$ cat src/core/srcs_pkg.sv
// Purpose: constants and types for the reset and clock-start sequencer
// Assumes: one reference clock, registers reached over a plain strobe port
// Notes: the vector values are addresses of the reset vector pair
package srcs_pkg;
  localparam int unsigned REF_CLOCK_MHZ = 200;
  localparam int unsigned STARTUP_CYCLES = 4096;
  localparam int unsigned PIN_DRIVE_CYCLES = 32;
  localparam int unsigned INTERNAL_RESET_EXTRA_CYCLES = 32;
  localparam int unsigned PIN_FLAG_CYCLES = 67;
  localparam int unsigned PIN_FLAG_POR_CYCLES = 4163;
  localparam int unsigned PRESCALER_WIDTH = 13;
  localparam logic [15:0] VECTOR_USER = 16'hfffe;
  localparam logic [15:0] VECTOR_MONITOR = 16'hfefe;
  localparam logic [15:0] WDOG_SERVICE_ADDR = 16'hffff;
  localparam logic [15:0] CAUSE_REG_ADDR = 16'hfe01;
  localparam logic [15:0] WDOG_LIMIT_ADDR = 16'hfe02;
  localparam logic [7:0] CAUSE_RESET = 8'h80;
  localparam logic [7:0] WDOG_LIMIT_RESET = 8'hff;
  localparam logic [12:0] PRESCALER_RESET = 13'h0000;
  localparam logic [12:0] SERVICE_KEEP_MASK = 13'h000f;
  localparam int unsigned CAUSE_POR_BIT = 7;
  localparam int unsigned CAUSE_PIN_BIT = 6;
  localparam int unsigned CAUSE_WDOG_BIT = 5;
  localparam int unsigned CAUSE_ILLEGAL_OPCODE_FLAG_BIT = 4;
  localparam int unsigned CAUSE_ILLEGAL_ADDRESS_FLAG_BIT = 3;
  localparam int unsigned CAUSE_LVR_BIT = 1;

  typedef enum logic [2:0] {
    SRCS_STARTUP = 3'b000,
    SRCS_PIN_DRIVE = 3'b001,
    SRCS_INTERNAL_RESET_HOLD = 3'b011,
    SRCS_RUN = 3'b010,
    SRCS_EXT_HOLD = 3'b110
  } srcs_state_t;

  typedef struct packed {
    logic por;
    logic pin;
    logic wdog;
    logic illegal_opcode_flag;
    logic illegal_address_flag;
    logic lvr;
  } srcs_cause_t;
endpackage

$ cat src/core/srcs_top.sv
// Purpose: reset gathering, reset pin sequencing, clock start and watchdog
// Assumes: i_mclk is the crystal reference clock; power-on arrives on i_resetn
// Notes: reset pin is open drain; o_rst_pin_oe high pulls the pin low
`timescale 1ns/1ps
module srcs_top #(
  parameter int unsigned STARTUP_COUNT = srcs_pkg::STARTUP_CYCLES,
  parameter int unsigned PIN_FLAG_POR_COUNT = srcs_pkg::PIN_FLAG_POR_CYCLES
) (
  input wire logic i_mclk,
  input wire logic i_resetn,
  input wire logic i_pll_select,
  input wire logic i_pll_vco_clock,
  input wire logic i_low_voltage_reset,
  input wire logic i_illegal_opcode,
  input wire logic i_illegal_fetch,
  input wire logic i_opcode_fetch,
  input wire logic i_wait_mode,
  input wire logic i_monitor_mode,
  input wire logic i_break_state,
  input wire logic i_rst_pin_high_voltage,
  input wire logic i_irq_pin_high_voltage,
  input wire logic i_rst_pin,
  input wire logic [15:0] i_addr,
  input wire logic [7:0] i_wdata,
  input wire logic i_wr,
  input wire logic i_rd,
  output logic [7:0] o_rdata,
  output logic o_rst_pin_out,
  output logic o_rst_pin_oe,
  output logic o_internal_reset_n,
  output logic o_cpu_release,
  output logic o_clock_gen_enable,
  output logic o_clock_gen_output,
  output logic o_bus_clk_en,
  output logic o_cpu_clk_en,
  output logic o_periph_clk_en_a,
  output logic o_periph_clk_en_b,
  output logic [15:0] o_reset_vector,
  output logic o_halt,
  output logic o_wdog_disabled,
  output logic [12:0] o_prescaler
);
  localparam int unsigned CW = 13;
  localparam logic [CW-1:0] STARTUP_LAST = CW'(STARTUP_COUNT - 1);
  localparam logic [CW-1:0] DRIVE_LAST = CW'(srcs_pkg::PIN_DRIVE_CYCLES - 1);
  localparam logic [CW-1:0] HOLD_LAST = CW'(srcs_pkg::INTERNAL_RESET_EXTRA_CYCLES - 1);
  localparam logic [CW-1:0] PIN_LAST = CW'(srcs_pkg::PIN_FLAG_CYCLES - 1);
  localparam logic [CW-1:0] PIN_POR_LAST = CW'(PIN_FLAG_POR_COUNT - 1);

  // three-flop synchronisers for pin and low voltage
  logic [2:0] pin_sync, next_pin_sync;
  logic [2:0] lvr_sync, next_lvr_sync;
  logic pin_low, next_pin_low;
  logic lvr_level, next_lvr_level;

  always_comb begin
    next_pin_sync = {pin_sync[1:0], i_rst_pin};
    next_lvr_sync = {lvr_sync[1:0], i_low_voltage_reset};
    next_pin_low = pin_low;
    if (pin_sync[1] == pin_sync[2]) begin
      next_pin_low = ~pin_sync[2];
    end
    next_lvr_level = lvr_level;
    if (lvr_sync[1] == lvr_sync[2]) begin
      next_lvr_level = lvr_sync[2];
    end
  end

  always_ff @(posedge i_mclk or negedge i_resetn) begin
    if (!i_resetn) begin
      pin_sync <= 3'h7;
      lvr_sync <= 3'h0;
      pin_low <= 1'b0;
      lvr_level <= 1'b0;
    end else begin
      pin_sync <= next_pin_sync;
      lvr_sync <= next_lvr_sync;
      pin_low <= next_pin_low;
      lvr_level <= next_lvr_level;
    end
  end

  // prescaler on the falling reference edge
  logic [CW-1:0] prescaler, next_prescaler;
  logic service_write;
  logic internal_source;
  logic clear_prescaler;
  logic presc_tick, next_presc_tick;
  srcs_pkg::srcs_state_t state, next_state;

  assign service_write = i_wr && (i_addr == srcs_pkg::WDOG_SERVICE_ADDR);

  always_comb begin
    next_prescaler = prescaler + CW'(1);
    if (clear_prescaler) begin
      next_prescaler = srcs_pkg::PRESCALER_RESET;
    end else if (service_write) begin
      next_prescaler = prescaler & srcs_pkg::SERVICE_KEEP_MASK;
    end
    next_presc_tick = (prescaler == {CW{1'b1}}) && !clear_prescaler;
  end

  always_ff @(negedge i_mclk or negedge i_resetn) begin
    if (!i_resetn) begin
      prescaler <= srcs_pkg::PRESCALER_RESET;
      presc_tick <= 1'b0;
    end else begin
      prescaler <= next_prescaler;
      presc_tick <= next_presc_tick;
    end
  end

  // watchdog counter with a software limit
  logic [7:0] wdog_count, next_wdog_count;
  logic [7:0] wdog_limit, next_wdog_limit;
  logic wdog_tick_d, next_wdog_tick_d;
  logic wdog_fire;
  logic wdog_disabled;
  logic in_reset;

  // purely combinational so noise on a register cannot disable it
  assign wdog_disabled = (i_monitor_mode && (i_rst_pin_high_voltage
      || i_irq_pin_high_voltage))
      || (i_break_state && i_rst_pin_high_voltage);

  always_comb begin
    next_wdog_tick_d = presc_tick;
    next_wdog_count = wdog_count;
    next_wdog_limit = wdog_limit;
    wdog_fire = 1'b0;
    if (in_reset || wdog_disabled || service_write) begin
      next_wdog_count = 8'h00;
    end else if (presc_tick && !wdog_tick_d) begin
      if (wdog_count == wdog_limit) begin
        wdog_fire = 1'b1;
        next_wdog_count = 8'h00;
      end else begin
        next_wdog_count = wdog_count + 8'h01;
      end
    end
    if (in_reset) begin
      next_wdog_limit = srcs_pkg::WDOG_LIMIT_RESET;
    end else if (i_wr && (i_addr == srcs_pkg::WDOG_LIMIT_ADDR)) begin
      next_wdog_limit = i_wdata;
    end
  end

  always_ff @(posedge i_mclk or negedge i_resetn) begin
    if (!i_resetn) begin
      wdog_count <= 8'h00;
      wdog_limit <= srcs_pkg::WDOG_LIMIT_RESET;
      wdog_tick_d <= 1'b0;
    end else begin
      wdog_count <= next_wdog_count;
      wdog_limit <= next_wdog_limit;
      wdog_tick_d <= next_wdog_tick_d;
    end
  end

  // reset sequencer
  logic [CW-1:0] count, next_count;
  logic [CW-1:0] pin_count, next_pin_count;
  logic power_reset, next_power_reset;
  logic lvr_seen, next_lvr_seen;
  srcs_pkg::srcs_cause_t cause, next_cause;
  logic illegal_opcode_flag_evt;
  logic illegal_address_flag_evt;
  logic lvr_evt;
  logic pin_limit_hit;

  assign illegal_opcode_flag_evt = i_illegal_opcode;
  assign illegal_address_flag_evt = i_illegal_fetch && i_opcode_fetch;
  assign lvr_evt = lvr_level && !lvr_seen;
  assign internal_source = illegal_opcode_flag_evt || illegal_address_flag_evt || wdog_fire || lvr_evt;
  assign clear_prescaler = internal_source || state == srcs_pkg::SRCS_STARTUP;
  assign in_reset = state != srcs_pkg::SRCS_RUN;
  assign pin_limit_hit = power_reset ? (pin_count >= PIN_POR_LAST)
      : (pin_count >= PIN_LAST);

  always_comb begin
    next_state = state;
    next_count = count + CW'(1);
    next_cause = cause;
    next_power_reset = power_reset;
    next_lvr_seen = lvr_level;
    next_pin_count = pin_low ? pin_count + CW'(1) : '0;
    if (pin_count == {CW{1'b1}}) begin
      next_pin_count = pin_count;
    end
    if (pin_low && pin_limit_hit && !power_reset) begin
      next_cause.pin = 1'b1;
    end
    if (state == srcs_pkg::SRCS_RUN && internal_source) begin
      next_cause = '0;
      next_cause.wdog = wdog_fire;
      next_cause.illegal_opcode_flag = illegal_opcode_flag_evt;
      next_cause.illegal_address_flag = illegal_address_flag_evt;
      next_cause.lvr = lvr_evt;
      next_count = '0;
      next_power_reset = lvr_evt;
      next_state = lvr_evt ? srcs_pkg::SRCS_STARTUP : srcs_pkg::SRCS_PIN_DRIVE;
    end else begin
      case (state)
        srcs_pkg::SRCS_STARTUP: begin
          if (count == STARTUP_LAST) begin
            next_count = '0;
            next_state = srcs_pkg::SRCS_PIN_DRIVE;
          end
        end
        srcs_pkg::SRCS_PIN_DRIVE: begin
          if (count == DRIVE_LAST) begin
            next_count = '0;
            next_state = srcs_pkg::SRCS_INTERNAL_RESET_HOLD;
          end
        end
        srcs_pkg::SRCS_INTERNAL_RESET_HOLD: begin
          if (pin_low) begin
            next_count = '0;
          end else if (count == HOLD_LAST) begin
            next_count = '0;
            next_power_reset = 1'b0;
            next_state = srcs_pkg::SRCS_RUN;
          end
        end
        srcs_pkg::SRCS_RUN: begin
          next_count = '0;
          if (pin_low) begin
            next_state = srcs_pkg::SRCS_EXT_HOLD;
          end
        end
        srcs_pkg::SRCS_EXT_HOLD: begin
          next_count = '0;
          if (!pin_low) begin
            next_state = srcs_pkg::SRCS_INTERNAL_RESET_HOLD;
          end
        end
        default: begin
          next_state = srcs_pkg::SRCS_STARTUP;
        end
      endcase
    end
  end

  always_ff @(posedge i_mclk or negedge i_resetn) begin
    if (!i_resetn) begin
      state <= srcs_pkg::SRCS_STARTUP;
      count <= '0;
      pin_count <= '0;
      power_reset <= 1'b1;
      lvr_seen <= 1'b0;
      cause <= srcs_pkg::srcs_cause_t'(6'h20);
    end else begin
      state <= next_state;
      count <= next_count;
      pin_count <= next_pin_count;
      power_reset <= next_power_reset;
      lvr_seen <= next_lvr_seen;
      cause <= next_cause;
    end
  end

  // bus clocks: generator output halved gives the bus phase
  logic gen_div, next_gen_div;
  logic bus_phase, next_bus_phase;
  logic gen_src;
  logic [7:0] rdata, next_rdata;

  assign gen_src = i_pll_select ? i_pll_vco_clock : 1'b1;

  always_comb begin
    next_gen_div = gen_div;
    next_bus_phase = bus_phase;
    if (state == srcs_pkg::SRCS_STARTUP) begin
      next_gen_div = 1'b0;
      next_bus_phase = 1'b0;
    end else if (gen_src) begin
      next_gen_div = ~gen_div;
      if (gen_div) begin
        next_bus_phase = ~bus_phase;
      end
    end
    next_rdata = 8'h00;
    if (i_rd && i_addr == srcs_pkg::CAUSE_REG_ADDR) begin
      next_rdata = {cause.por, cause.pin, cause.wdog, cause.illegal_opcode_flag, cause.illegal_address_flag,
          1'b0, cause.lvr, 1'b0};
    end else if (i_rd && i_addr == srcs_pkg::WDOG_LIMIT_ADDR) begin
      next_rdata = wdog_limit;
    end
  end

  always_ff @(posedge i_mclk or negedge i_resetn) begin
    if (!i_resetn) begin
      gen_div <= 1'b0;
      bus_phase <= 1'b0;
      rdata <= 8'h00;
    end else begin
      gen_div <= next_gen_div;
      bus_phase <= next_bus_phase;
      rdata <= next_rdata;
    end
  end

  logic bus_tick;
  assign bus_tick = gen_src && gen_div && !bus_phase && !in_reset;
  assign o_rdata = rdata;
  assign o_rst_pin_out = 1'b0;
  assign o_rst_pin_oe = state == srcs_pkg::SRCS_STARTUP
      || state == srcs_pkg::SRCS_PIN_DRIVE;
  assign o_internal_reset_n = !in_reset;
  assign o_cpu_release = !in_reset;
  assign o_clock_gen_enable = 1'b1;
  assign o_clock_gen_output = gen_div;
  assign o_bus_clk_en = bus_tick;
  assign o_cpu_clk_en = bus_tick && !i_wait_mode;
  assign o_periph_clk_en_a = bus_tick;
  assign o_periph_clk_en_b = gen_src && gen_div && bus_phase && !in_reset;
  assign o_reset_vector = i_monitor_mode ? srcs_pkg::VECTOR_MONITOR
      : srcs_pkg::VECTOR_USER;
  assign o_halt = in_reset || pin_low;
  assign o_wdog_disabled = wdog_disabled;
  assign o_prescaler = prescaler;
endmodule

$ cat config.mk
export PLATFORM = sky130hd
export DESIGN_NAME = srcs_top
export DESIGN_NICKNAME = d
export VERILOG_FILES = /design/src/core/srcs_pkg.sv /design/src/core/srcs_top.sv
export SDC_FILE = /design/constraint.sdc
export NUM_CORES = 1
export LEC_CHECK = 0
export ABC_AREA = 1
export BUFFER_PORTS_ARGS = -buffer_cell sky130_fd_sc_hd__clkbuf_2
export CELL_PAD_IN_SITES_DETAIL_PLACEMENT = 1
export CELL_PAD_IN_SITES_GLOBAL_PLACEMENT = 2
export CORE_UTILIZATION = 34
export CTS_CLUSTER_SIZE = 8
export DETAILED_ROUTE_END_ITERATION = 8
export PLACE_DENSITY_LB_ADDON = 0.05
export SYNTH_ARGS = -nofsm -noshare
export SYNTH_HDL_FRONTEND = slang
export SYNTH_SLANG_ARGS = --single-unit
$ cat constraint.sdc
create_clock -name i_mclk -period 2.9 [get_ports i_mclk]
set_input_delay 0.145 -clock i_mclk [delete_from_list [all_inputs] [get_ports i_mclk]]
set_output_delay 0.145 -clock i_mclk [all_outputs]
set_load 0.1 [all_outputs]
# After elaboration in Yosys (flattened, before gate mapping)

Index checks and enable logic that the tools add are counted.

Bits in registers: 86
Bits of input ports: 40
Output and inout port bits: 49
Word-level logic and storage cells: 145

Add/sub/neg operators: 4
$lt $le $gt $ge: 2
Equal/unequal tests: 23
Multiplexer cells: 41
Bitwise logic cells: 3
Reduce and logical (&&, ||, !) cells: 48

Operators by type and width:

| operator                                              | count |
|---|---|
| 2-to-1 mux 13 bit                                     | 7 |
| 2-to-1 mux 8 bit                                      | 7 |
| one-hot mux 13 bit (4 select lines)                   | 1 |
| == test 16 bit, second input constant                 | 3 |
| adder 13 x 1 -> 13 bit, second input constant         | 3 |
| == test 13 bit, second input constant                 | 2 |
| 2-to-1 mux 3 bit                                      | 7 |
| logical AND 1 bit                                     | 19 |
| 2-to-1 mux 1 bit                                      | 16 |
| inequality test 3 bit, second input constant          | 5 |
| one-hot mux 3 bit (5 select lines)                    | 1 |
| nonzero test 2 bit                                    | 7 |
| == test 13 x 12 -> 1 bit, second input constant       | 1 |
| == test 13 x 5 -> 1 bit, second input constant        | 1 |
| >= comparator 13 bit, second input constant           | 1 |
| >= comparator 13 x 7 -> 1 bit, second input constant  | 1 |
| logical OR 1 bit                                      | 10 |
| 2-to-1 mux 9 bit                                      | 1 |
| adder 8 x 1 -> 8 bit, second input constant           | 1 |
| == test 8 bit                                         | 1 |
| zero test 1 bit                                       | 7 |
| == test 3 x 2 -> 1 bit, second input constant         | 2 |
| inequality test 3 x 2 -> 1 bit, second input constant | 2 |
| AND reduction 6 bit                                   | 1 |
| 10 further kinds                                      | 14 |

# Logic depth before layout (Yosys ltp)

Depth after elaboration: 11
Depth in mapped cells: 12

==> impl_metrics.py <==
metrics = {
    "synthesis": {
        "syn_inst": 551,
        "yosys.area_share.adder": 0.0163,
        "synth-compound-area-share": 0.0976,
        "synth_ff_type": "dfrtp_1",
        "synth_seq_cells": 86,
        "synth_area_um2": 4460,
        "synthXorXnorAreaFrac": 0.0177,
        "yosysMostFrequentCell": "nand2_1",
        "synth_top_area_cell": "dfrtp_1",
        "synthSimpleGateAreaFrac": 0.268,
        "synthArstFlopShare": 1.00,
        "synth_edf_count": 0,
        "yosysSeqAreaShare": 0.486,
        "synth_area_leaders": "dfrtp_1, nand2_1, dfrtn_1, dfstp_2, inv_1",
        "yosysTopAreaCellShare": 0.331,
        "yosysWarningCount": 0,
        "synth_top_family_by_area": "simple AND/OR/NAND/NOR gates",
        "yosys.cell_types.count": 43,
        "postSynthAreaPerCell_um2": 8.10,
        "yosys-top-cells-count": "nand2_1, inv_1, nor2_1",
        "synth.area.mux_share": 0,
    },
    "cells_and_area": {
        "multi_input_area_um2": 1940,
        "nNetsFinal": 708,
        "drive_gt1_frac": 0.266,
        "fillCellCount": 1632,
        "syn_to_final_growth_pct": 26.1,
        "diodes": 0,
        "design_area_um2": 5630,
        "seqCellArea_um2": 2170,
    },
    "setup_path": {
        "cp_max_fo": 6,
        "critical_path_class": "reg2reg",
        "critPathMaxStageDelay_ns": 0.54,
        "reg2reg_depth": 11,
        "worstSetupStartpoint": "wdog_limit[2]$_DFFE_PN1P_",
        "r2r_start": "wdog_limit[2]$_DFFE_PN1P_",
        "cp-end-kind": "flip-flop",
        "cpMaxStageDelayCell": "dfstp_2",
        "crit_top_cell": "nand2_1",
        "crit_chain": "inv_2 -> nand2_1 -> nand2_1 -> nor2_1 -> nand2_1 -> nor2_4 -> nand3_4 -> nand2_4 -> nor2_4 -> nand2_4 -> nor2_1",
        "cp_data_arrival_time_ns": 1.79,
        "crit_path_start_kind": "flip-flop",
        "cp.required_ns": 1.65,
    },
    "cts": {
        "insertion_delay_ns": 0.35,
        "cts_root_buffer": "clkbuf_16",
        "clkTransAtPathRegs_ns": 0.07,
        "cts_tree": "yes",
        "cts_buffers": 9,
        "htree_levels": 3,
        "cts_buffer_depth": 2,
        "clock-sinks": 86,
    },
    "placement": {
        "place_area_um2": 5190,
        "gp_congestion": 0.744,
        "hpwl_mm": 8.59,
        "pre_cts_ws_ns": -0.292,
        "port_buffers": 71,
    },
    "drt": {
        "finalWirelength_mm": 11.4,
        "dr.first_iter.drc_count": 128,
        "vias_per_cell": 4.69,
        "via_count": 3938,
        "postRouteAntennaNets": 0,
        "avgRoutedWirePerCell_um": 13.6,
        "drt_drc_violations_left": 0,
        "drt_pass1_iterations": 4,
    },
    "floorplanning": {
        "dieArea_um2": 13600,
        "core-area_um2": 12700,
        "die_height_um": 117,
        "start_util": 0.351,
        "die_w_um": 117,
        "ios": 89,
        "rows": 41,
    },
    "timing": {
        "fin_skew_ns": 0.00597,
        "grt_setup_unrepaired": "yes",
        "tightest_slew_ns": 0.721,
        "setup_tns_ns": -1.74,
        "final-hold-violation-count": 0,
        "max-slew-margin-rel": 0.516,
        "finalSetupViolCount": 14,
        "worst_slack_ns": -0.145,
        "worst_hold_slack_ns": 0.0483,
        "final_max_slew_viol_count": 0,
    },
    "run": {
        "maxCapViolCount": 0,
    },
    "pwr": {
        "finalPower_uw": 2660,
        "p_leak_uw": 0.00277,
        "vdd_ir_drop_max_uv": 287,
        "powerDensity_nw_per_um2": 473,
    },
    "worst_hold_path": {
        "holdCritStartpoint": "i_pll_vco_clock",
        "min_path_type": "in2reg",
        "min_path_cells": 3,
    },
    "outcome": {
        "violations": "negative setup slack",
        "status": "finished with violations",
    },
    "grt": {
        "grt_max_degree": 50,
        "grt_pass1_wl_mm": 19.0,
        "grt_pass1_vias": 3965,
        "antenna_found_initial": 0,
        "overflow": 0,
        "track_usage": 0.183,
    },
}
[metrics by stage]
stage / cells / util
after floorplan: 566 / -
after global placement: 815 / 0.408
after detailed placement: 815 / 0.408
after CTS: 839 / 0.438
after global routing: 840 / 0.442
final: 840 / 0.442
[layer usage]
metal,wire length (um),track usage
met1,5360,0.236
met2,5460,0.299
met3,404,0.0363
met4,208,0.0776
met5,0,0
[worst paths after layout]
| kind | end | slack [ns] |
|---|---|---|
| max reg2reg | o_prescaler[4]$_DFF_NN0_ | -0.15 |
| max | o_prescaler[4]$_DFF_NN0_ | -0.15 |
| min reg2reg | lvr_sync[1]$_DFF_PN0_ | 0.35 |
| min | o_clock_gen_output$_DFFE_PN0P_ | 0.05 |
| min in group asynchronous | count[8]$_DFF_PN0_ | 0.33 |
| max in group asynchronous | o_prescaler[11]$_DFF_NN0_ | 0.84 |
[final cells by class]
cell class / count / area share
Clock buffer: 9 / 0.0400
Timing Repair Buffer: 109 / 0.121
Inverter: 87 / 0.0581
Sequential cell: 86 / 0.385
Multi-Input combinational cell: 370 / 0.344
Tap cell: 172 / 0.0383
Clock inverter: 7 / 0.0131
[kinds of logic after synthesis]
logic type / count (synthesis)
buffers and inverters: 111
flip-flops: 86
AO/OA/AOI/OAI: 81
AND/OR/NAND/NOR: 256
XOR/XNOR: 9
other: 2
adder cells (fa/ha/maj): 6
[registers in the layout, summed over array words and instances (netlist names)]
name                cells
bus_phase               1
cause                   6
count                  13
lvr_level               1
lvr_seen                1
lvr_sync                3
next_wdog_tick_d        1
o_clock_gen_output      1
o_prescaler            13
o_rdata                 8
pin_count              13
pin_low                 1
pin_sync                3
power_reset             1
state                   3
wdog_count              8
wdog_limit              8
wdog_tick_d             1
[report_power, final]
| part | internal (uW) | switching, uW | total, uW |
|---|---|---|---|
| sequential | 1220 | 20.3 | 1240 |
| combinational | 49.6 | 187 | 237 |
| clock | 671 | 510 | 1180 |
[layout by cell type (no fill, tap or decap), drive strengths merged, types with 4 or more instances in the layout]
cell type | synthesis | routed
nand2 | 109 | 110
inv | 87 | 88
nor2 | 73 | 73
clkbuf | 2 | 68
dfrtp | 59 | 59
o21ai | 50 | 50
buf | 22 | 46
nand3 | 42 | 42
nor3 | 18 | 18
a21oi | 17 | 17
conb | 2 | 17
dfrtn | 14 | 14
dfstp | 13 | 13
xor2 | 5 | 5
ha | 5 | 5
nor4 | 5 | 5
a31oi | 4 | 4
xnor2 | 4 | 4
dlygate4sd3 | 0 | 4
clkinv | 0 | 4
[worst max-delay path, delay by kind of cell (launching register included)]
kind / cells / cell delay (ns)
buf+inv: 1 / 0.04
flops: 1 / 0.54
simple gates: 10 / 0.87
[timing repair]
action | 4_1_cts | 5_1_grt
hold endpoints to repair | 26 | 0
pin swaps | 6 | 10
setup endpoints to repair | 15 | 17
hold buffers | 4 | 0
setup buffers | 3 | 3
cloned | 1 | 0
gates resized for setup | 6 | 19
Note: power is estimated with default switching activity, not from simulation.
